`src/rtl/atc_pkg.sv`:
```
package atc_pkg;
	// ==========================================
	// register map
	localparam logic [3:0] ADDR_CTRL = 4'h0;
	localparam logic [3:0] ADDR_START = 4'h1;
	localparam logic [3:0] ADDR_STATUS = 4'h2;
	localparam logic [3:0] ADDR_IRQ_STAT = 4'h3;
	localparam logic [3:0] ADDR_IRQ_MASK = 4'h4;
	localparam logic [3:0] ADDR_SEQLEN = 4'h5;
	localparam int ADDR_W = 4;
	localparam int DATA_W = 16;
	// ==========================================
	// control field positions
	localparam int CTRL_PWR = 0;
	localparam int CTRL_ETRIG = 1;
	localparam int CTRL_LEVEL = 2;
	localparam int CTRL_POL = 3;
	localparam int CTRL_WAITH = 4;
	// status / irq field positions
	localparam int ST_BUSY = 0;
	localparam int ST_SAMPLE = 1;
	localparam int IRQ_DONE = 0;
	localparam int IRQ_OVR = 1;
	localparam int IRQ_W = 2;
	// ==========================================
	// timing
	localparam int CLK_MHZ = 100;
	localparam int SAMPLE_NS = 40;
	localparam int SAMPLE_CYC = (SAMPLE_NS * CLK_MHZ + 999) / 1000;
	localparam int CONV_NS = 100;
	localparam int CONV_CYC = (CONV_NS * CLK_MHZ + 999) / 1000;
	localparam logic [3:0] SEQLEN_RST = 4'h4;
	typedef struct packed {
		logic pwr;
		logic etrig;
		logic level;
		logic pol;
		logic waith;
	} atc_ctrl_t;
	typedef struct packed {
		logic wr;
		logic rd;
		logic [ADDR_W-1:0] addr;
		logic [DATA_W-1:0] wdata;
	} atc_bus_t;
	typedef enum logic [1:0] {
		ST_IDLE = 2'b00,
		ST_SAMP = 2'b01,
		ST_CONV = 2'b10
	} atc_state_t;
endpackage

```
`src/rtl/atc_trig_detect.sv`:
```
`timescale 1ns/10ps
`default_nettype none
module atc_trig_detect (
	input wire logic clk,
	input wire logic nrst,
	input wire logic trig_pin,
	input wire logic pol,
	input wire logic level_mode,
	output logic level_act,
	output logic edge_evt
);
	// ==========================================
	// two-flop synchroniser, then edge detect on the second stage
	logic s1_q, s1_d, s2_q, s2_d, s3_q, s3_d;
	logic act;
	always_comb begin
		s1_d = trig_pin;
		s2_d = s1_q;
		s3_d = s2_q;
	end
	always_ff @(posedge clk or negedge nrst) begin
		if (!nrst) begin
			s1_q <= 1'b0;
			s2_q <= 1'b0;
			s3_q <= 1'b0;
		end else begin
			s1_q <= s1_d;
			s2_q <= s2_d;
			s3_q <= s3_d;
		end
	end
	assign act = s2_q ^ ~pol;
	assign level_act = level_mode & act;
	assign edge_evt = ~level_mode & act & ~(s3_q ^ ~pol);
endmodule // atc_trig_detect
`default_nettype wire

```
`src/rtl/atc_irq.sv`:
```
`timescale 1ns/10ps
`default_nettype none
module atc_irq #(
	parameter int W = 2
) (
	input wire logic clk,
	input wire logic nrst,
	input wire logic [W-1:0] evt,
	input wire logic clr_wr,
	input wire logic mask_wr,
	input wire logic [W-1:0] wdata,
	output logic [W-1:0] stat,
	output logic [W-1:0] mask,
	output logic irq
);
	logic [W-1:0] stat_q, stat_d, mask_q, mask_d;
	always_comb begin
		// set wins over a simultaneous write-one clear
		stat_d = (stat_q & ~(clr_wr ? wdata : '0)) | evt;
		mask_d = mask_wr ? wdata : mask_q;
	end
	always_ff @(posedge clk or negedge nrst) begin
		if (!nrst) begin
			stat_q <= '0;
			mask_q <= '0;
		end else begin
			stat_q <= stat_d;
			mask_q <= mask_d;
		end
	end
	assign stat = stat_q;
	assign mask = mask_q;
	assign irq = |(stat_q & mask_q);
endmodule // atc_irq
`default_nettype wire

```
`src/rtl/atc_ctrl.sv`:
```
// The implementer's own choices: strobed register access and the register offsets.
`timescale 1ns/10ps
`default_nettype none
module atc_ctrl
	import atc_pkg::*;
#(
	parameter int SAMP_CYC = SAMPLE_CYC,
	parameter int CNV_CYC = CONV_CYC
) (
	input wire logic CLK_SYS,
	input wire logic NRST,
	input wire atc_pkg::atc_bus_t BUS,
	output logic [atc_pkg::DATA_W-1:0] RDATA,
	input wire logic EXT_TRIG,
	input wire logic CPU_WAIT,
	output logic SAMPLER_CLK_EN,
	output logic CONV_CLK_EN,
	output logic ANALOG_PWR_EN,
	output logic CONV_STEP,
	output logic SEQ_DONE,
	output logic IRQ
);
	import atc_pkg::*;

	// ==========================================
	// parameter check
	// the one step counter shared by both phases is eight bits wide
	if (SAMP_CYC < 1 || CNV_CYC < 1 || SAMP_CYC > 255 || CNV_CYC > 255) begin : g_bad_cyc
		$error("cycle counts out of range");
	end

	// ==========================================
	// register bus
	function automatic logic hit(input atc_bus_t b, input logic [ADDR_W-1:0] a);
		return b.wr && b.addr == a;
	endfunction
	atc_ctrl_t ctrl_q, ctrl_d;
	logic [3:0] seqlen_q, seqlen_d;
	logic [DATA_W-1:0] rdata_q, rdata_d;
	logic [IRQ_W-1:0] irq_stat, irq_mask, irq_evt;
	logic busy, sampling;
	logic wait_s1_q, wait_s1_d, wait_s2_q, wait_s2_d;
	always_comb begin
		ctrl_d = ctrl_q;
		seqlen_d = seqlen_q;
		// processor wait comes from another domain, hence two flops
		wait_s1_d = CPU_WAIT;
		wait_s2_d = wait_s1_q;
		if (hit(BUS, ADDR_CTRL)) begin
			ctrl_d.pwr = BUS.wdata[CTRL_PWR];
			ctrl_d.etrig = BUS.wdata[CTRL_ETRIG];
			ctrl_d.level = BUS.wdata[CTRL_LEVEL];
			ctrl_d.pol = BUS.wdata[CTRL_POL];
			ctrl_d.waith = BUS.wdata[CTRL_WAITH];
		end
		if (hit(BUS, ADDR_SEQLEN)) begin
			seqlen_d = BUS.wdata[3:0];
		end
		rdata_d = '0;
		if (BUS.rd) begin
			case (BUS.addr)
				ADDR_CTRL: begin
					rdata_d[CTRL_PWR] = ctrl_q.pwr;
					rdata_d[CTRL_ETRIG] = ctrl_q.etrig;
					rdata_d[CTRL_LEVEL] = ctrl_q.level;
					rdata_d[CTRL_POL] = ctrl_q.pol;
					rdata_d[CTRL_WAITH] = ctrl_q.waith;
				end
				ADDR_STATUS: begin
					rdata_d[ST_BUSY] = busy;
					rdata_d[ST_SAMPLE] = sampling;
				end
				ADDR_IRQ_STAT: rdata_d[IRQ_W-1:0] = irq_stat;
				ADDR_IRQ_MASK: rdata_d[IRQ_W-1:0] = irq_mask;
				ADDR_SEQLEN: rdata_d[3:0] = seqlen_q;
				default: rdata_d = '0;
			endcase
		end
	end
	always_ff @(posedge CLK_SYS or negedge NRST) begin
		if (!NRST) begin
			ctrl_q <= '0;
			seqlen_q <= SEQLEN_RST;
			rdata_q <= '0;
			wait_s1_q <= 1'b0;
			wait_s2_q <= 1'b0;
		end else begin
			ctrl_q <= ctrl_d;
			seqlen_q <= seqlen_d;
			rdata_q <= rdata_d;
			wait_s1_q <= wait_s1_d;
			wait_s2_q <= wait_s2_d;
		end
	end
	assign RDATA = rdata_q;

	// ==========================================
	// trigger
	logic trig_level, trig_edge;
	atc_trig_detect u_trig (
		.clk(CLK_SYS),
		.nrst(NRST),
		.trig_pin(EXT_TRIG),
		.pol(ctrl_q.pol),
		.level_mode(ctrl_q.level),
		.level_act(trig_level),
		.edge_evt(trig_edge)
	);

	// ==========================================
	// sequencer
	atc_state_t st_q, st_d;
	logic [7:0] cnt_q, cnt_d;
	logic [3:0] conv_q, conv_d;
	logic sw_start, ext_start, start, halted, last_done, done_d, done_q, ovr;
	always_comb begin
		sw_start = hit(BUS, ADDR_START) && !ctrl_q.etrig;
		ext_start = ctrl_q.etrig && (trig_level || trig_edge);
		start = ctrl_q.pwr && (sw_start || ext_start);
		halted = wait_s2_q && ctrl_q.waith;
		// a shorter length written mid-sequence lets the count wrap before it matches
		last_done = st_q == ST_CONV && cnt_q == 8'(CNV_CYC - 1) && conv_q == seqlen_q;
		// only a fresh edge during a sequence overruns; level re-assertion does not
		ovr = busy && ctrl_q.etrig && trig_edge;
		st_d = st_q;
		cnt_d = cnt_q;
		conv_d = conv_q;
		done_d = 1'b0;
		case (st_q)
			ST_IDLE: begin
				if (start && !halted) begin
					st_d = ST_SAMP;
					cnt_d = '0;
					conv_d = '0;
				end
			end
			ST_SAMP: begin
				if (!halted) begin
					if (cnt_q == 8'(SAMP_CYC - 1)) begin
						st_d = ST_CONV;
						cnt_d = '0;
					end else begin
						cnt_d = cnt_q + 8'h01;
					end
				end
			end
			ST_CONV: begin
				if (!halted) begin
					if (cnt_q == 8'(CNV_CYC - 1)) begin
						cnt_d = '0;
						if (conv_q == seqlen_q) begin
							done_d = 1'b1;
							// retrigger at once while level still active
							if (ctrl_q.etrig && trig_level) begin
								st_d = ST_SAMP;
								conv_d = '0;
							end else begin
								st_d = ST_IDLE;
							end
						end else begin
							st_d = ST_SAMP;
							conv_d = conv_q + 4'h1;
						end
					end else begin
						cnt_d = cnt_q + 8'h01;
					end
				end
			end
			default: st_d = ST_IDLE;
		endcase
		if (!ctrl_q.pwr) begin
			st_d = ST_IDLE;
			cnt_d = '0;
			conv_d = '0;
			done_d = 1'b0;
		end
	end
	always_ff @(posedge CLK_SYS or negedge NRST) begin
		if (!NRST) begin
			st_q <= ST_IDLE;
			cnt_q <= '0;
			conv_q <= '0;
			done_q <= 1'b0;
		end else begin
			st_q <= st_d;
			cnt_q <= cnt_d;
			conv_q <= conv_d;
			done_q <= done_d;
		end
	end
	assign busy = st_q != ST_IDLE;
	assign sampling = st_q == ST_SAMP;
	// sampler clocks stop outside sampling to save dynamic power
	assign SAMPLER_CLK_EN = sampling && !halted && ctrl_q.pwr;
	// quiescent analog draw only goes away with the power-up bit
	assign CONV_CLK_EN = ctrl_q.pwr && busy && !halted;
	assign ANALOG_PWR_EN = ctrl_q.pwr;
	assign CONV_STEP = st_q == ST_CONV && !halted && ctrl_q.pwr;
	assign SEQ_DONE = done_q;

	// ==========================================
	// interrupts
	// done taken from the next-state term so the flag rises with the pulse
	assign irq_evt = {ovr, done_d};
	atc_irq #(.W(IRQ_W)) u_irq (
		.clk(CLK_SYS),
		.nrst(NRST),
		.evt(irq_evt),
		.clr_wr(hit(BUS, ADDR_IRQ_STAT)),
		.mask_wr(hit(BUS, ADDR_IRQ_MASK)),
		.wdata(BUS.wdata[IRQ_W-1:0]),
		.stat(irq_stat),
		.mask(irq_mask),
		.irq(IRQ)
	);

	// ==========================================
	// checks
	a_sw_start_block: assert property (@(posedge CLK_SYS) disable iff (!NRST)
		(st_q == ST_IDLE && ctrl_q.etrig && !trig_level && !trig_edge) |=> st_q == ST_IDLE)
		else $error("software start taken with trigger enabled");
	a_trig_latency: assert property (@(posedge CLK_SYS) disable iff (!NRST)
		(st_q == ST_IDLE && ctrl_q.pwr && ctrl_q.etrig && trig_edge && !halted && !hit(BUS, ADDR_CTRL))
		|=> st_q == ST_SAMP)
		else $error("trigger did not start sequence in one cycle");
	a_level_noovr: assert property (@(posedge CLK_SYS) disable iff (!NRST)
		(busy && ctrl_q.level && !$past(irq_stat[IRQ_OVR]) && !irq_stat[IRQ_OVR]) |=> !irq_stat[IRQ_OVR])
		else $error("overrun set in level mode");
	a_level_retrig: assert property (@(posedge CLK_SYS) disable iff (!NRST)
		(last_done && !halted && ctrl_q.pwr && ctrl_q.etrig && trig_level) |=> st_q == ST_SAMP)
		else $error("level trigger did not restart");
	a_sampler_gate: assert property (@(posedge CLK_SYS) disable iff (!NRST)
		(st_q != ST_SAMP) |-> !SAMPLER_CLK_EN)
		else $error("sampler clock on while not sampling");
	a_power_off: assert property (@(posedge CLK_SYS) disable iff (!NRST)
		!ctrl_q.pwr |-> (!CONV_CLK_EN && !ANALOG_PWR_EN && !SAMPLER_CLK_EN))
		else $error("converter active while powered down");
	a_abort_seq: assert property (@(posedge CLK_SYS) disable iff (!NRST)
		(busy && hit(BUS, ADDR_CTRL) && !BUS.wdata[CTRL_PWR]) |=> (!CONV_CLK_EN && !CONV_STEP) ##1 st_q == ST_IDLE)
		else $error("sequence not aborted by power down");
	a_wait_hold: assert property (@(posedge CLK_SYS) disable iff (!NRST)
		(halted && busy && ctrl_q.pwr && !hit(BUS, ADDR_CTRL)) |=> $stable(cnt_q) && $stable(st_q))
		else $error("sequence moved during wait halt");
	a_reset_pwr: assert property (@(posedge CLK_SYS)
		$rose(NRST) |-> !ANALOG_PWR_EN)
		else $error("converter powered after reset");

	// ==========================================
	// checks: starts, overrun, mode and polarity, clock and power gating, wait and reset
	a_level_start: assert property (@(posedge CLK_SYS) disable iff (!NRST)
		(st_q == ST_IDLE && ctrl_q.pwr && ctrl_q.etrig && trig_level && !halted && !hit(BUS, ADDR_CTRL))
		|=> st_q == ST_SAMP)
		else $error("level trigger did not start sequence in one cycle");
	a_edge_ovr: assert property (@(posedge CLK_SYS) disable iff (!NRST)
		(busy && ctrl_q.etrig && trig_edge) |=> irq_stat[IRQ_OVR])
		else $error("edge during sequence did not flag overrun");
	a_sw_start_run: assert property (@(posedge CLK_SYS) disable iff (!NRST)
		(st_q == ST_IDLE && ctrl_q.pwr && !ctrl_q.etrig && !halted && hit(BUS, ADDR_START))
		|=> st_q == ST_SAMP)
		else $error("software start ignored with trigger disabled");
	a_pol_select: assert property (@(posedge CLK_SYS) disable iff (!NRST)
		hit(BUS, ADDR_CTRL) |=> (ctrl_q.level == $past(BUS.wdata[CTRL_LEVEL])
		&& ctrl_q.pol == $past(BUS.wdata[CTRL_POL])))
		else $error("trigger mode or polarity not taken from control write");
	a_sampler_on: assert property (@(posedge CLK_SYS) disable iff (!NRST)
		(st_q == ST_SAMP && ctrl_q.pwr && !halted) |-> SAMPLER_CLK_EN)
		else $error("sampler clock off while sampling");
	a_clk_busy: assert property (@(posedge CLK_SYS) disable iff (!NRST)
		!busy |-> (!SAMPLER_CLK_EN && !CONV_CLK_EN))
		else $error("converter clocks on while idle");
	a_analog_on: assert property (@(posedge CLK_SYS) disable iff (!NRST)
		ctrl_q.pwr |-> ANALOG_PWR_EN)
		else $error("analog power dropped while powered up");
	a_step_conv: assert property (@(posedge CLK_SYS) disable iff (!NRST)
		CONV_STEP |-> (CONV_CLK_EN && ANALOG_PWR_EN))
		else $error("conversion step without converter clock");
	a_conv_power: assert property (@(posedge CLK_SYS) disable iff (!NRST)
		CONV_CLK_EN |-> ANALOG_PWR_EN)
		else $error("converter clock on without analog power");
	a_halt_gate: assert property (@(posedge CLK_SYS) disable iff (!NRST)
		halted |-> (!SAMPLER_CLK_EN && !CONV_CLK_EN && !CONV_STEP))
		else $error("converter clocks on during wait halt");
	a_wait_run: assert property (@(posedge CLK_SYS) disable iff (!NRST)
		(wait_s2_q && !ctrl_q.waith && busy && ctrl_q.pwr) |=> !($stable(cnt_q) && $stable(st_q)))
		else $error("sequence stalled in wait without halt select");
	a_no_start_off: assert property (@(posedge CLK_SYS) disable iff (!NRST)
		!ctrl_q.pwr |=> st_q == ST_IDLE)
		else $error("sequencer ran while powered down");
	a_reset_idle: assert property (@(posedge CLK_SYS)
		$rose(NRST) |-> (st_q == ST_IDLE && !CONV_CLK_EN && !SAMPLER_CLK_EN))
		else $error("converter not idle after reset");
endmodule // atc_ctrl
`default_nettype wire

```
`config.mk`:
```
export PLATFORM = sky130hd
export DESIGN_NAME = atc_ctrl
export DESIGN_NICKNAME = d
export VERILOG_FILES = /design/src/rtl/atc_pkg.sv /design/src/rtl/atc_trig_detect.sv /design/src/rtl/atc_irq.sv /design/src/rtl/atc_ctrl.sv
export SDC_FILE = /design/constraint.sdc
export NUM_CORES = 1
export LEC_CHECK = 0
export BUFFER_PORTS_ARGS = -buffer_cell sky130_fd_sc_hd__buf_2
export CORE_ASPECT_RATIO = 0.6
export CORE_MARGIN = 3
export CORE_UTILIZATION = 35
export DETAILED_ROUTE_END_ITERATION = 10
export PLACE_DENSITY_LB_ADDON = 0.3
export SETUP_SLACK_MARGIN = 0.1
export SLEW_MARGIN = 15
export SYNTH_ARGS = -nofsm -noshare
export SYNTH_HDL_FRONTEND = slang
export SYNTH_SLANG_ARGS = --single-unit
```
`constraint.sdc`:
```
create_clock -name CLK_SYS -period 1.78 [get_ports CLK_SYS]
set_input_delay 0.356 -clock CLK_SYS [delete_from_list [all_inputs] [get_ports CLK_SYS]]
set_output_delay 0.356 -clock CLK_SYS [all_outputs]
set_load 0.03 [all_outputs]
```
=== Word level (Yosys, flattened, before mapping) ===
Cells that the tools add are included.
Widths: inputs -> output; s select.

* Bits in registers: 49
* Input bits: 26
* Logic and storage cells: 113
* Output and inout port bits: 22

* Reduce and logical (&&, ||, !) cells: 30
* Bitwise gates (word level): 12
* Equal/unequal tests: 18
* Add/sub/neg operators: 2
* Muxes and demuxes: 33

{| class="wikitable"
|+ Operators with widths
! cell !! count
|-
| $mux 8 || 6
|-
| $mux 4 || 6
|-
| $pmux 8 s3 || 1
|-
| $logic_and 1x1->1 || 19
|-
| $mux 2 || 8
|-
| $pmux 2 s5 || 1
|-
| $reduce_and 5->1 || 2
|-
| $ne 3x3->1 const B || 3
|-
| $add 8x1->8 const B || 1
|-
| $eq 4x2->1 const B || 2
|-
| $eq 4x3->1 const B || 2
|-
| $eq 8x2->1 const B || 1
|-
| $eq 8x4->1 const B || 1
|-
| $pmux 4 s2 || 1
|-
| $mux 1 || 7
|-
| $ne 3x2->1 const B || 2
|-
| $pmux 2 s3 || 1
|-
| $mux 5 || 1
|-
| $add 4x1->4 const B || 1
|-
| $and 2x2->2 || 2
|-
| $eq 4x1->1 const B || 1
|-
| $eq 4x4->1 || 1
|-
| $logic_not 4->1 || 1
|-
| $ne 4x1->1 const B || 1
|-
| 16 further kinds || 23
|}

=== Longest topological paths before layout ===
Gate-level depths: netlist of the first run.

* Depth after elaboration: 12
* Gate-level depth with buffers: 7
* Mapped depth without buffers: 7

=== Hierarchy ===
Synthesis of the first run repeated with hierarchy kept, for this count alone.

* Cell total of the unflattened synthesis: 208
* Area, all modules: 2204.6 um^2

{| class="wikitable"
|+ Modules (own cells, without submodules)
! module !! area each (um^2) !! cells each !! instances !! seq. area each (um^2)
|-
| atc_ctrl || 1931.9 || 189 || 1 || 777.0
|-
| atc_irq || 161.4 || 11 || 1 || 100.1
|-
| atc_trig_detect || 111.4 || 8 || 1 || 75.1
|}

=== Least setup slack after synthesis of the first run ===
OpenSTA, ideal clock, no wires.

* Path kind: register to register
* Start point: register st_q[0]
* End point: register cnt_q[7]
* Path buffers: 0
* Period minus slack after synthesis: 1.797 ns
* Library setup time: 0.126 ns
* Cell stages (with the launch flop): 8
* Arrival: 1.671 ns
* Slack: -0.017 ns
* Data required time: 1.654 ns
* Cells stage by stage: dfrtp_1 -> inv_1 -> ha_1 -> nor2_1 -> mux2i_1 -> a22oi_2 -> nor2b_4 -> a221o_1

* Cells in the longest elaborated chain, start to end: 3
* Elaborated cells between the ends (all ways): 10
* Those cells by class: 6 x eq/ne; 2 x mux; 2 x reduce/logical

{| class="wikitable"
|+ RTL lines
! element !! line !! source
|-
| from (decl) || atc_ctrl.sv:112 || <nowiki>atc_state_t st_q, st_d;</nowiki>
|-
| from (signal assigned) || atc_ctrl.sv:185 || <nowiki>st_q <= st_d;</nowiki>
|-
| $eq 2x1->1, or another cell as far along || atc_ctrl.sv:129 || <nowiki>case (st_q)</nowiki>
|-
| $ne 4x1->1 (no source line), or another cell as far along || - ||
|-
| $reduce_and 4->1 (no source line) / $mux 8 (equally long branches) || - ||
|-
| to (signal assigned) || atc_ctrl.sv:186 || <nowiki>cnt_q <= cnt_d;</nowiki>
|-
| to (decl) || atc_ctrl.sv:113 || <nowiki>logic [7:0] cnt_q, cnt_d;</nowiki>
|}

Several ways; a longest one is shown, not always the timed one.
A chain may end at the register's enable or synchronous reset.

=== Worst setup path in the final report of the first run ===
Same ends and word-level chain as after synthesis.

==> results of run 1 <==
[Yosys cell counts, types with 5 or more instances]
cell type,count
inv_1,8
mux2_2,16
ha_1,8
and3_1,7
xnor2_1,5
a22o_1,5
nand2_1,18
nor2b_1,5
o21ai_0,7
a21oi_1,5
buf_4,12
nor2_1,11
dfrtp_1,37
[logic make-up (layout without fill, tap and decap cells)]
logic type               Yosys count  after routing  synth area share
adder cells (fa/ha/maj)            8              8            0.0453
other                              1             11           0.00170
AND/OR/NAND/NOR                   71             71             0.192
multiplexers                      20             20            0.0997
AO/OA/AOI/OAI                     40             40             0.144
XOR/XNOR                           6              6            0.0238
buffers and inverters             24             88            0.0623
flip-flops                        38             38             0.431
[layer usage]
layer	GRT usage	vias to the layer above	wire, um
li1	-	875	-
met3	0.0363	8	358
met2	0.215	56	2360
met4	0.0425	0	55
met1	0.257	884	2970
met5	0	-	0
[worst reg2reg max path, delay by kind of cell (launching register included)]
family	cells	cell delay (ps)
buffers and inverters	2	250
AND/OR/NAND/NOR	3	490
AO/OA/AOI/OAI	2	430
adder cells (fa/ha/maj)	1	180
flip-flops	1	440
[power breakdown]
part / internal (W) / switching, W
Combinational: 0.000889 / 0.000801
Clock: 0.000417 / 0.000334
Sequential: 0.000969 / 0.000113
[worst min path at each step]
stage | startpoint | end | slack (ps) | cells past startpoint
floorplan | NRST | ANALOG_PWR_EN$_DFFE_PN0P_ | 60 | 0
global placement | u_trig.s1_q$_DFF_PN0_ | u_trig.s2_q$_DFF_PN0_ | 330 | 0
detailed placement | wait_s1_q$_DFF_PN0_ | wait_s2_q$_DFF_PN0_ | 330 | 0
CTS | NRST | cnt_q[4]$_DFFE_PN0P_ | 10 | 1
global route | NRST | cnt_q[4]$_DFFE_PN0P_ | 40 | 1
finish | NRST | cnt_q[4]$_DFFE_PN0P_ | 0.5 | 1
[layout make-up]
class | count | area [um^2]
fill | 554 | 2760
multi-input combinational | 156 | 1340
sequential | 38 | 953
timing repair buffer | 71 | 528
tap | 80 | 100
clock buffer | 5 | 68.8
clock inverter | 3 | 45.0
inverter | 9 | 33.8
[sequential cells by signal (all words and copies together) (netlist names)]
register / count
cnt_q: 8
RDATA: 5
conv_q: 4
ctrl_q: 4
seqlen_q: 4
st_q: 2
u_irq.mask: 2
u_irq.stat: 2
ANALOG_PWR_EN: 1
SEQ_DONE: 1
u_trig.s1_q: 1
u_trig.s2_q: 1
u_trig.s3_q: 1
wait_s1_q: 1
wait_s2_q: 1
[per-stage QoR]
stage | setup WS (ps) | total power, W | area, um^2
2_1_floorplan | 26.7 | 0.00180 | 2260
3_3_place_gp | -107 | 0.00227 | 2660
3_5_place_dp | -142 | 0.00229 | 2660
4_1_cts | -52.8 | 0.00335 | 2970
5_1_grt | -116 | 0.00371 | 3070
6_report | -71.1 | 0.00352 | 3070
[repair_timing]
action	4_1_cts	5_1_grt
cloned	0	0
buffers inserted	7	3
resized for setup	32	15
pin swaps	8	10
setup endpoints to repair	19	19
==> results by group, run 1 <==
Global routing
  • Largest net degree at the start of global routing: 22
  • Grt ovf: 0
  • Vias in the first global route: 1736
  • Global-route wire length before repair: 9.01 mm
  • Total GRT Usage: 0.162
  • Initial antenna violation count: 0

Finish
  • Fin nets: 315
  • Final core utilization: 0.526
  • Layout area overhead: 39.0%
  • Commonest non-fill, non-tap cell in the layout: buf_4
  • Fin cells: 362
  • Antenna diode count: 0
  • Layout cells sized above 1: 0.482
  • Most frequent cells in the layout: buf_4 (38), dfrtp_1 (36), buf_2 (22)

Clock network
  • Hold_buf cts: 0
  • Worst-Skew Late Latency: 300 ps
  • Clock root buffer master: clkbuf_8
  • Clk sinks: 38
  • H-tree depth: 2
  • CTS tree: built
  • CTS clk-pin slew, worst paths: 80 ps
  • CTS Buffer Depth: 2
  • Num CTS Buffers: 5

Worst setup path
  • Critical Setup Path Class: register to register
  • Crit-path slowest cell: dfrtp_1
  • Reg2reg end: cnt_q[7]$_DFFE_PN0P_
  • CP cell instances: inv_2 > ha_4 > nor2_4 > buf_4 > or2_4 > o32a_4 > nor2b_4 > a221o_1
  • WP depth: 8
  • Crit path buffers/inverters: 2
  • Nature of the critical path startpoint: register
  • Critical Path RT: 2010 ps
  • Worst EP arrival: 2080 ps
  • R2r startpoint: st_q[0]$_DFFE_PN0P_
  • Slowest stage delay, CP: 440 ps
  • Worst R2R Path Depth: 8
  • Reg-to-reg slack, setup: -70 ps
  • Crit Path Max Fanout: 8
  • Crit. Startpoint: st_q[0]$_DFFE_PN0P_
  • Worst path top cell family by delay: simple AND/OR/NAND/NOR gates
  • CP endpoint kind: register
  • Setup crit end: cnt_q[7]$_DFFE_PN0P_

Place
  • Port bufs: 25
  • Detailed placement HPWL: 4.14 mm
  • Placed insts: 344
  • GP Congestion: 0.819

Drt
  • Antenna Nets Post-Route: 0
  • Via/cell ratio: 5.04
  • Avg WL per Cell: 15.9 um
  • DRC: 0
  • Vias: 1823
  • Detailed Route Iter0 Violations: 76
  • WL final: 5.74 mm
  • Initial DRT Pass Iterations: 4

Synthesis
  • Post-Synthesis Cells: 208
  • Post-synth EDFFs: 0
  • Netlist cell types: 56
  • Post-Syn Area: 2210 um^2
  • Synth Register Bits: 38
  • Sequential fraction of the synthesis area: 0.431
  • Synth top area cells: dfrtp_1 (42%), mux2_2 (8.2%), ha_1 (4.5%), buf_4 (4.1%), nand2_1 (3.1%)
  • Number of synthesis warnings: 0
  • Main synth FF type: dfrtp_1
  • Area share of the largest cell type after synthesis: 0.419
  • Synth async-reset ratio: 1.00
  • Syn avg cell area: 10.6 um^2
  • Dominant cell type by area after synthesis: dfrtp_1

Timing
  • Setup_tns: -564 ps
  • Worst setup margin: -71.1 ps
  • Final setup vio count: 13
  • Final hold vios: 0
  • Final Skew: 15.1 ps
  • Fin crit period: 1850 ps
  • RSZ-0062 raised after global routing: yes
  • Max-slew violation count: 0
  • Worst Hold Slack: 0.460 ps
  • Fin crit share: 1.04
  • F_max: 540 MHz

Run
  • Max Cap Viol: 0

Floorplan
  • IO Pins: 48
  • Row cnt: 21
  • Die X: 109 um
  • Initial core utilization: 0.379
  • Die Area: 7330 um^2
  • Core Area: 5830 um^2
  • Die height: 67.5 um

Pwr
  • PD cells: 1150 nW/um^2
  • P_leak: 1.43 nW
  • VDD IR max: 0.669 mV

Run status
  • Status: finished, violations left
  • Failing checks: setup timing

Hold path
  • HP Class: input port to asynchronous set/reset pin
Power figures use the tool's default switching activity.
==> run 2, diff against run 1 <==
- SYNTH_HIERARCHICAL: default -> 1
==> run 2 against run 1 <==
Effect of this change: non-clock buffer count shrank 1; clock power is 20% higher; sequential share of layout area up 0.44 points; first-iteration DRC count increased by 68%; global-route usage is 0.83 points lower; power grew 0.39%; design area fell by 1.4%; largest cell class unchanged; the run ends with hold timing, setup timing left; die area is 0.16% lower; worst hold slack got worse by 3.2 ps.
==> results by group, run 2 <==
Synthesis
  • Sequential fraction of the synthesis area: 0.432 (+0.000734)
  • Post-Syn Area: 2200 um^2 (-0.17%)
  • Post-synth EDFFs: 0 (unchanged)
  • Syn avg cell area: 10.6 um^2 (-0.17%)
  • Synth async-reset ratio: 1.00 (unchanged)
  • Post-Synthesis Cells: 208 (unchanged)
  • Netlist cell types: 54 (-3.6%)
  • Compound-Gate Fraction of Synth Area: 0.142 (-0.00146)
  • Multiplexer share of the synthesized area: 0.0970 (-0.00267)
  • Synth Area in XOR/XNOR: 0.0199 (-0.00393)
  • Most frequent cell after synthesis: dfrtp_1
  • Dominant cell type by area after synthesis: dfrtp_1
  • Main synth FF type: dfrtp_1
  • Synth top area cells: dfrtp_1 (42%), mux2_2 (5.6%), ha_1 (4.5%), buf_4 (3.7%), nand2_1 (3.4%)
  • Synth Register Bits: 38 (unchanged)
  • Main combinational cell family by area after synthesis: simple AND/OR/NAND/NOR gates
  • Number of synthesis warnings: 6 (+6)
  • Adder-Cell Fraction of Synth Area: 0.0454 (+0.0000772)
  • Area share of the largest cell type after synthesis: 0.420 (+0.000714)
  • Simple-Gate Fraction of Synth Area: 0.196 (+0.00373)
  • Top cells by count, synth: dfrtp_1 (37), nand2_1 (20), buf_4 (11), mux2_2 (11)

Run status
  • Failing checks: hold timing, setup timing
  • Status: finished, violations left

Place
  • GP Congestion: 0.861 (+5.1%)
  • Port bufs: 25 (unchanged)
  • Worst slack, placed: -199 ps (-56.7 ps)
  • Placed Area: 2660 um^2 (unchanged)
  • Detailed placement HPWL: 3.95 mm (-4.7%)

Worst setup path
  • Crit Path Max Fanout: 3 (-5)
  • Slowest stage delay, CP: 410 ps (-30 ps)
  • Nature of the critical path startpoint: register
  • Worst R2R Path Depth: 7 (-1)
  • Worst EP arrival: 2140 ps (+60 ps)
  • Worst path top cell family by delay: compound AO/OA/AOI/OAI gates
  • Crit-path slowest cell: dfrtp_1
  • Crit path buffers/inverters: 0 (-2)
  • R2r startpoint: u_trig/s2_q$_DFF_PN0_
  • Critical Setup Path Class: register to register
  • Reg2reg end: conv_q[0]$_DFFE_PN0P_
  • Critical Path RT: 1960 ps (-50 ps)
  • CP endpoint kind: register
  • CP cell instances: or3b_1 > a21oi_2 > o21a_1 > a211o_4 > o211ai_4 > a31oi_4 > mux2_4
  • Reg-to-reg slack, setup: -170 ps (-100 ps)

Floorplan
  • IO Pins: 48 (unchanged)
  • Row cnt: 21 (unchanged)
  • Initial core utilization: 0.378 (-0.000644)
  • Die Area: 7320 um^2 (-0.16%)
  • Die height: 67.5 um (about the same)
  • Die X: 108 um (about the same)
  • Core Area: 5830 um^2 (unchanged)

Clock network
  • CTS Buffer Depth: 2 (unchanged)
  • Hold_buf cts: 0 (unchanged)
  • H-tree depth: 2 (unchanged)
  • Clk sinks: 38 (unchanged)
  • CTS tree: built
  • CTS clk-pin slew, worst paths: 90 ps (about the same)
  • Clock root buffer master: clkbuf_8
  • Worst-Skew Late Latency: 300 ps (about the same)
  • Num CTS Buffers: 5 (unchanged)

Pwr
  • VDD IR max: 0.527 mV (-21%)
  • P_leak: 1.44 nW (+0.68%)
  • PD cells: 1170 nW/um^2 (+1.8%)

Drt
  • Initial DRT Pass Iterations: 4 (unchanged)
  • WL final: 5.34 mm (-6.9%)
  • DRC: 0 (unchanged)
  • Avg WL per Cell: 14.8 um (-6.4%)
  • Antenna Nets Post-Route: 0 (unchanged)
  • Via/cell ratio: 4.92 (-2.3%)
  • Detailed Route Iter0 Violations: 128 (+68%)
  • Vias: 1772 (-2.8%)

Timing
  • F_max: 512 MHz (-5.3%)
  • Worst Hold Slack: -2.75 ps (-3.21 ps)
  • Worst setup margin: -174 ps (-103 ps)
  • Max-slew violation count: 0 (unchanged)
  • Final setup vio count: 14 (+1)
  • RSZ-0062 raised after global routing: yes
  • Final hold vios: 10 (+10)
  • Final Skew: 6.70 ps (-8.43 ps)
  • Fin crit period: 1950 ps (+103 ps)
  • Fin crit share: 1.10 (+0.0579)

Global routing
  • Grt ovf: 0 (unchanged)
  • Largest net degree at the start of global routing: 21 (-4.5%)
  • Total GRT Usage: 0.153 (-0.00833)
  • Vias in the first global route: 1634 (-5.9%)
  • Global-route wire length before repair: 8.50 mm (-5.7%)
  • Initial antenna violation count: 0 (unchanged)

Finish
  • Fin area: 3030 um^2 (-1.4%)
  • Antenna diode count: 0 (unchanged)
  • Layout area overhead: 37.3%
  • Max reg flops: 8 (unchanged)
  • Most frequent cells in the layout: buf_4 (39), dfrtp_1 (36), buf_2 (22)
  • Layout fillers: 523 (-5.6%)
  • Commonest non-fill, non-tap cell in the layout: buf_4
  • Layout cells sized above 1: 0.457 (-0.0251)
  • Fin nets: 313 (-0.63%)
  • Final core utilization: 0.519 (-0.00729)
  • Most flops, register: cnt_q

Run
  • Max Cap Viol: 0 (unchanged)

Hold path
  • HP Class: input port to asynchronous set/reset pin
run 2: worst reg2reg max path, delay by kind of cell (launching register included):
kind | cells | cell delay (ps)
simple gates | 1 | 400
flops | 1 | 410
mux | 1 | 310
compound gates | 5 | 710
run 2: timing repair:
item,4_1_cts,5_1_grt
pin swaps,0,1
endpoints found under the setup margin,17,20
setup buffers,8,4
resized for setup,17,21
run 2: cells by family after synthesis:
kind of cell / count (synthesis)
AND/OR/NAND/NOR: 74
AO/OA/AOI/OAI: 41
flip-flops: 38
buffers and inverters: 23
multiplexers: 18
adder cells (fa/ha/maj): 8
XOR/XNOR: 5
other: 1
run 2: cell type report:
| type | instances | area [um^2] | share of cell area |
|---|---|---|---|
| repair buffers | 70 | 531 | 0.175 |
| clock buffers | 5 | 68.8 | 0.0227 |
| well taps | 80 | 100 | 0.0331 |
| clock inverters | 3 | 68.8 | 0.0227 |
| inverters | 7 | 26.3 | 0.00868 |
| multi-input cells | 157 | 1280 | 0.422 |
| flip-flops and latches | 38 | 953 | 0.315 |
run 2: how the worst max path moves through the flow:
| stage | cells after the start | slack (ps) | to | from |
|---|---|---|---|---|
| floorplan | 7 | -100 | conv_q[0]$_DFFE_PN0P_ | u_trig/s2_q$_DFF_PN0_ |
| global placement | 8 | -180 | cnt_q[7]$_DFFE_PN0P_ | u_trig/s2_q$_DFF_PN0_ |
| detailed placement | 8 | -200 | cnt_q[7]$_DFFE_PN0P_ | u_trig/s2_q$_DFF_PN0_ |
| CTS | 7 | -170 | conv_q[0]$_DFFE_PN0P_ | u_trig/s2_q$_DFF_PN0_ |
| global route | 8 | -250 | conv_q[1]$_DFFE_PN0P_ | u_trig/s2_q$_DFF_PN0_ |
| finish | 7 | -170 | conv_q[0]$_DFFE_PN0P_ | u_trig/s2_q$_DFF_PN0_ |
run 2: metrics by stage:
stage                     total power, W  TNS (ps)  cells
final                            0.00354     -1400    360
after global routing             0.00373     -2750    360
after CTS                        0.00338     -1530    357
after detailed placement         0.00230     -1600    342
after global placement           0.00228     -1430    342
after floorplan                  0.00182      -216    218
run 2: metal layers:
metal	vias up	track usage	share of wire
met5	-	0	0
met2	56	0.195	0.38
met4	0	0.0331	0.0084
li1	863	-	-
met1	845	0.250	0.54
met3	8	0.0382	0.069
run 2: where the power goes:
part	switching [W]	leakage, nW	internal [W]
registers	0.000105	0.494	0.000971
logic	0.000734	0.878	0.000824
clock network	0.000342	0.0683	0.000562
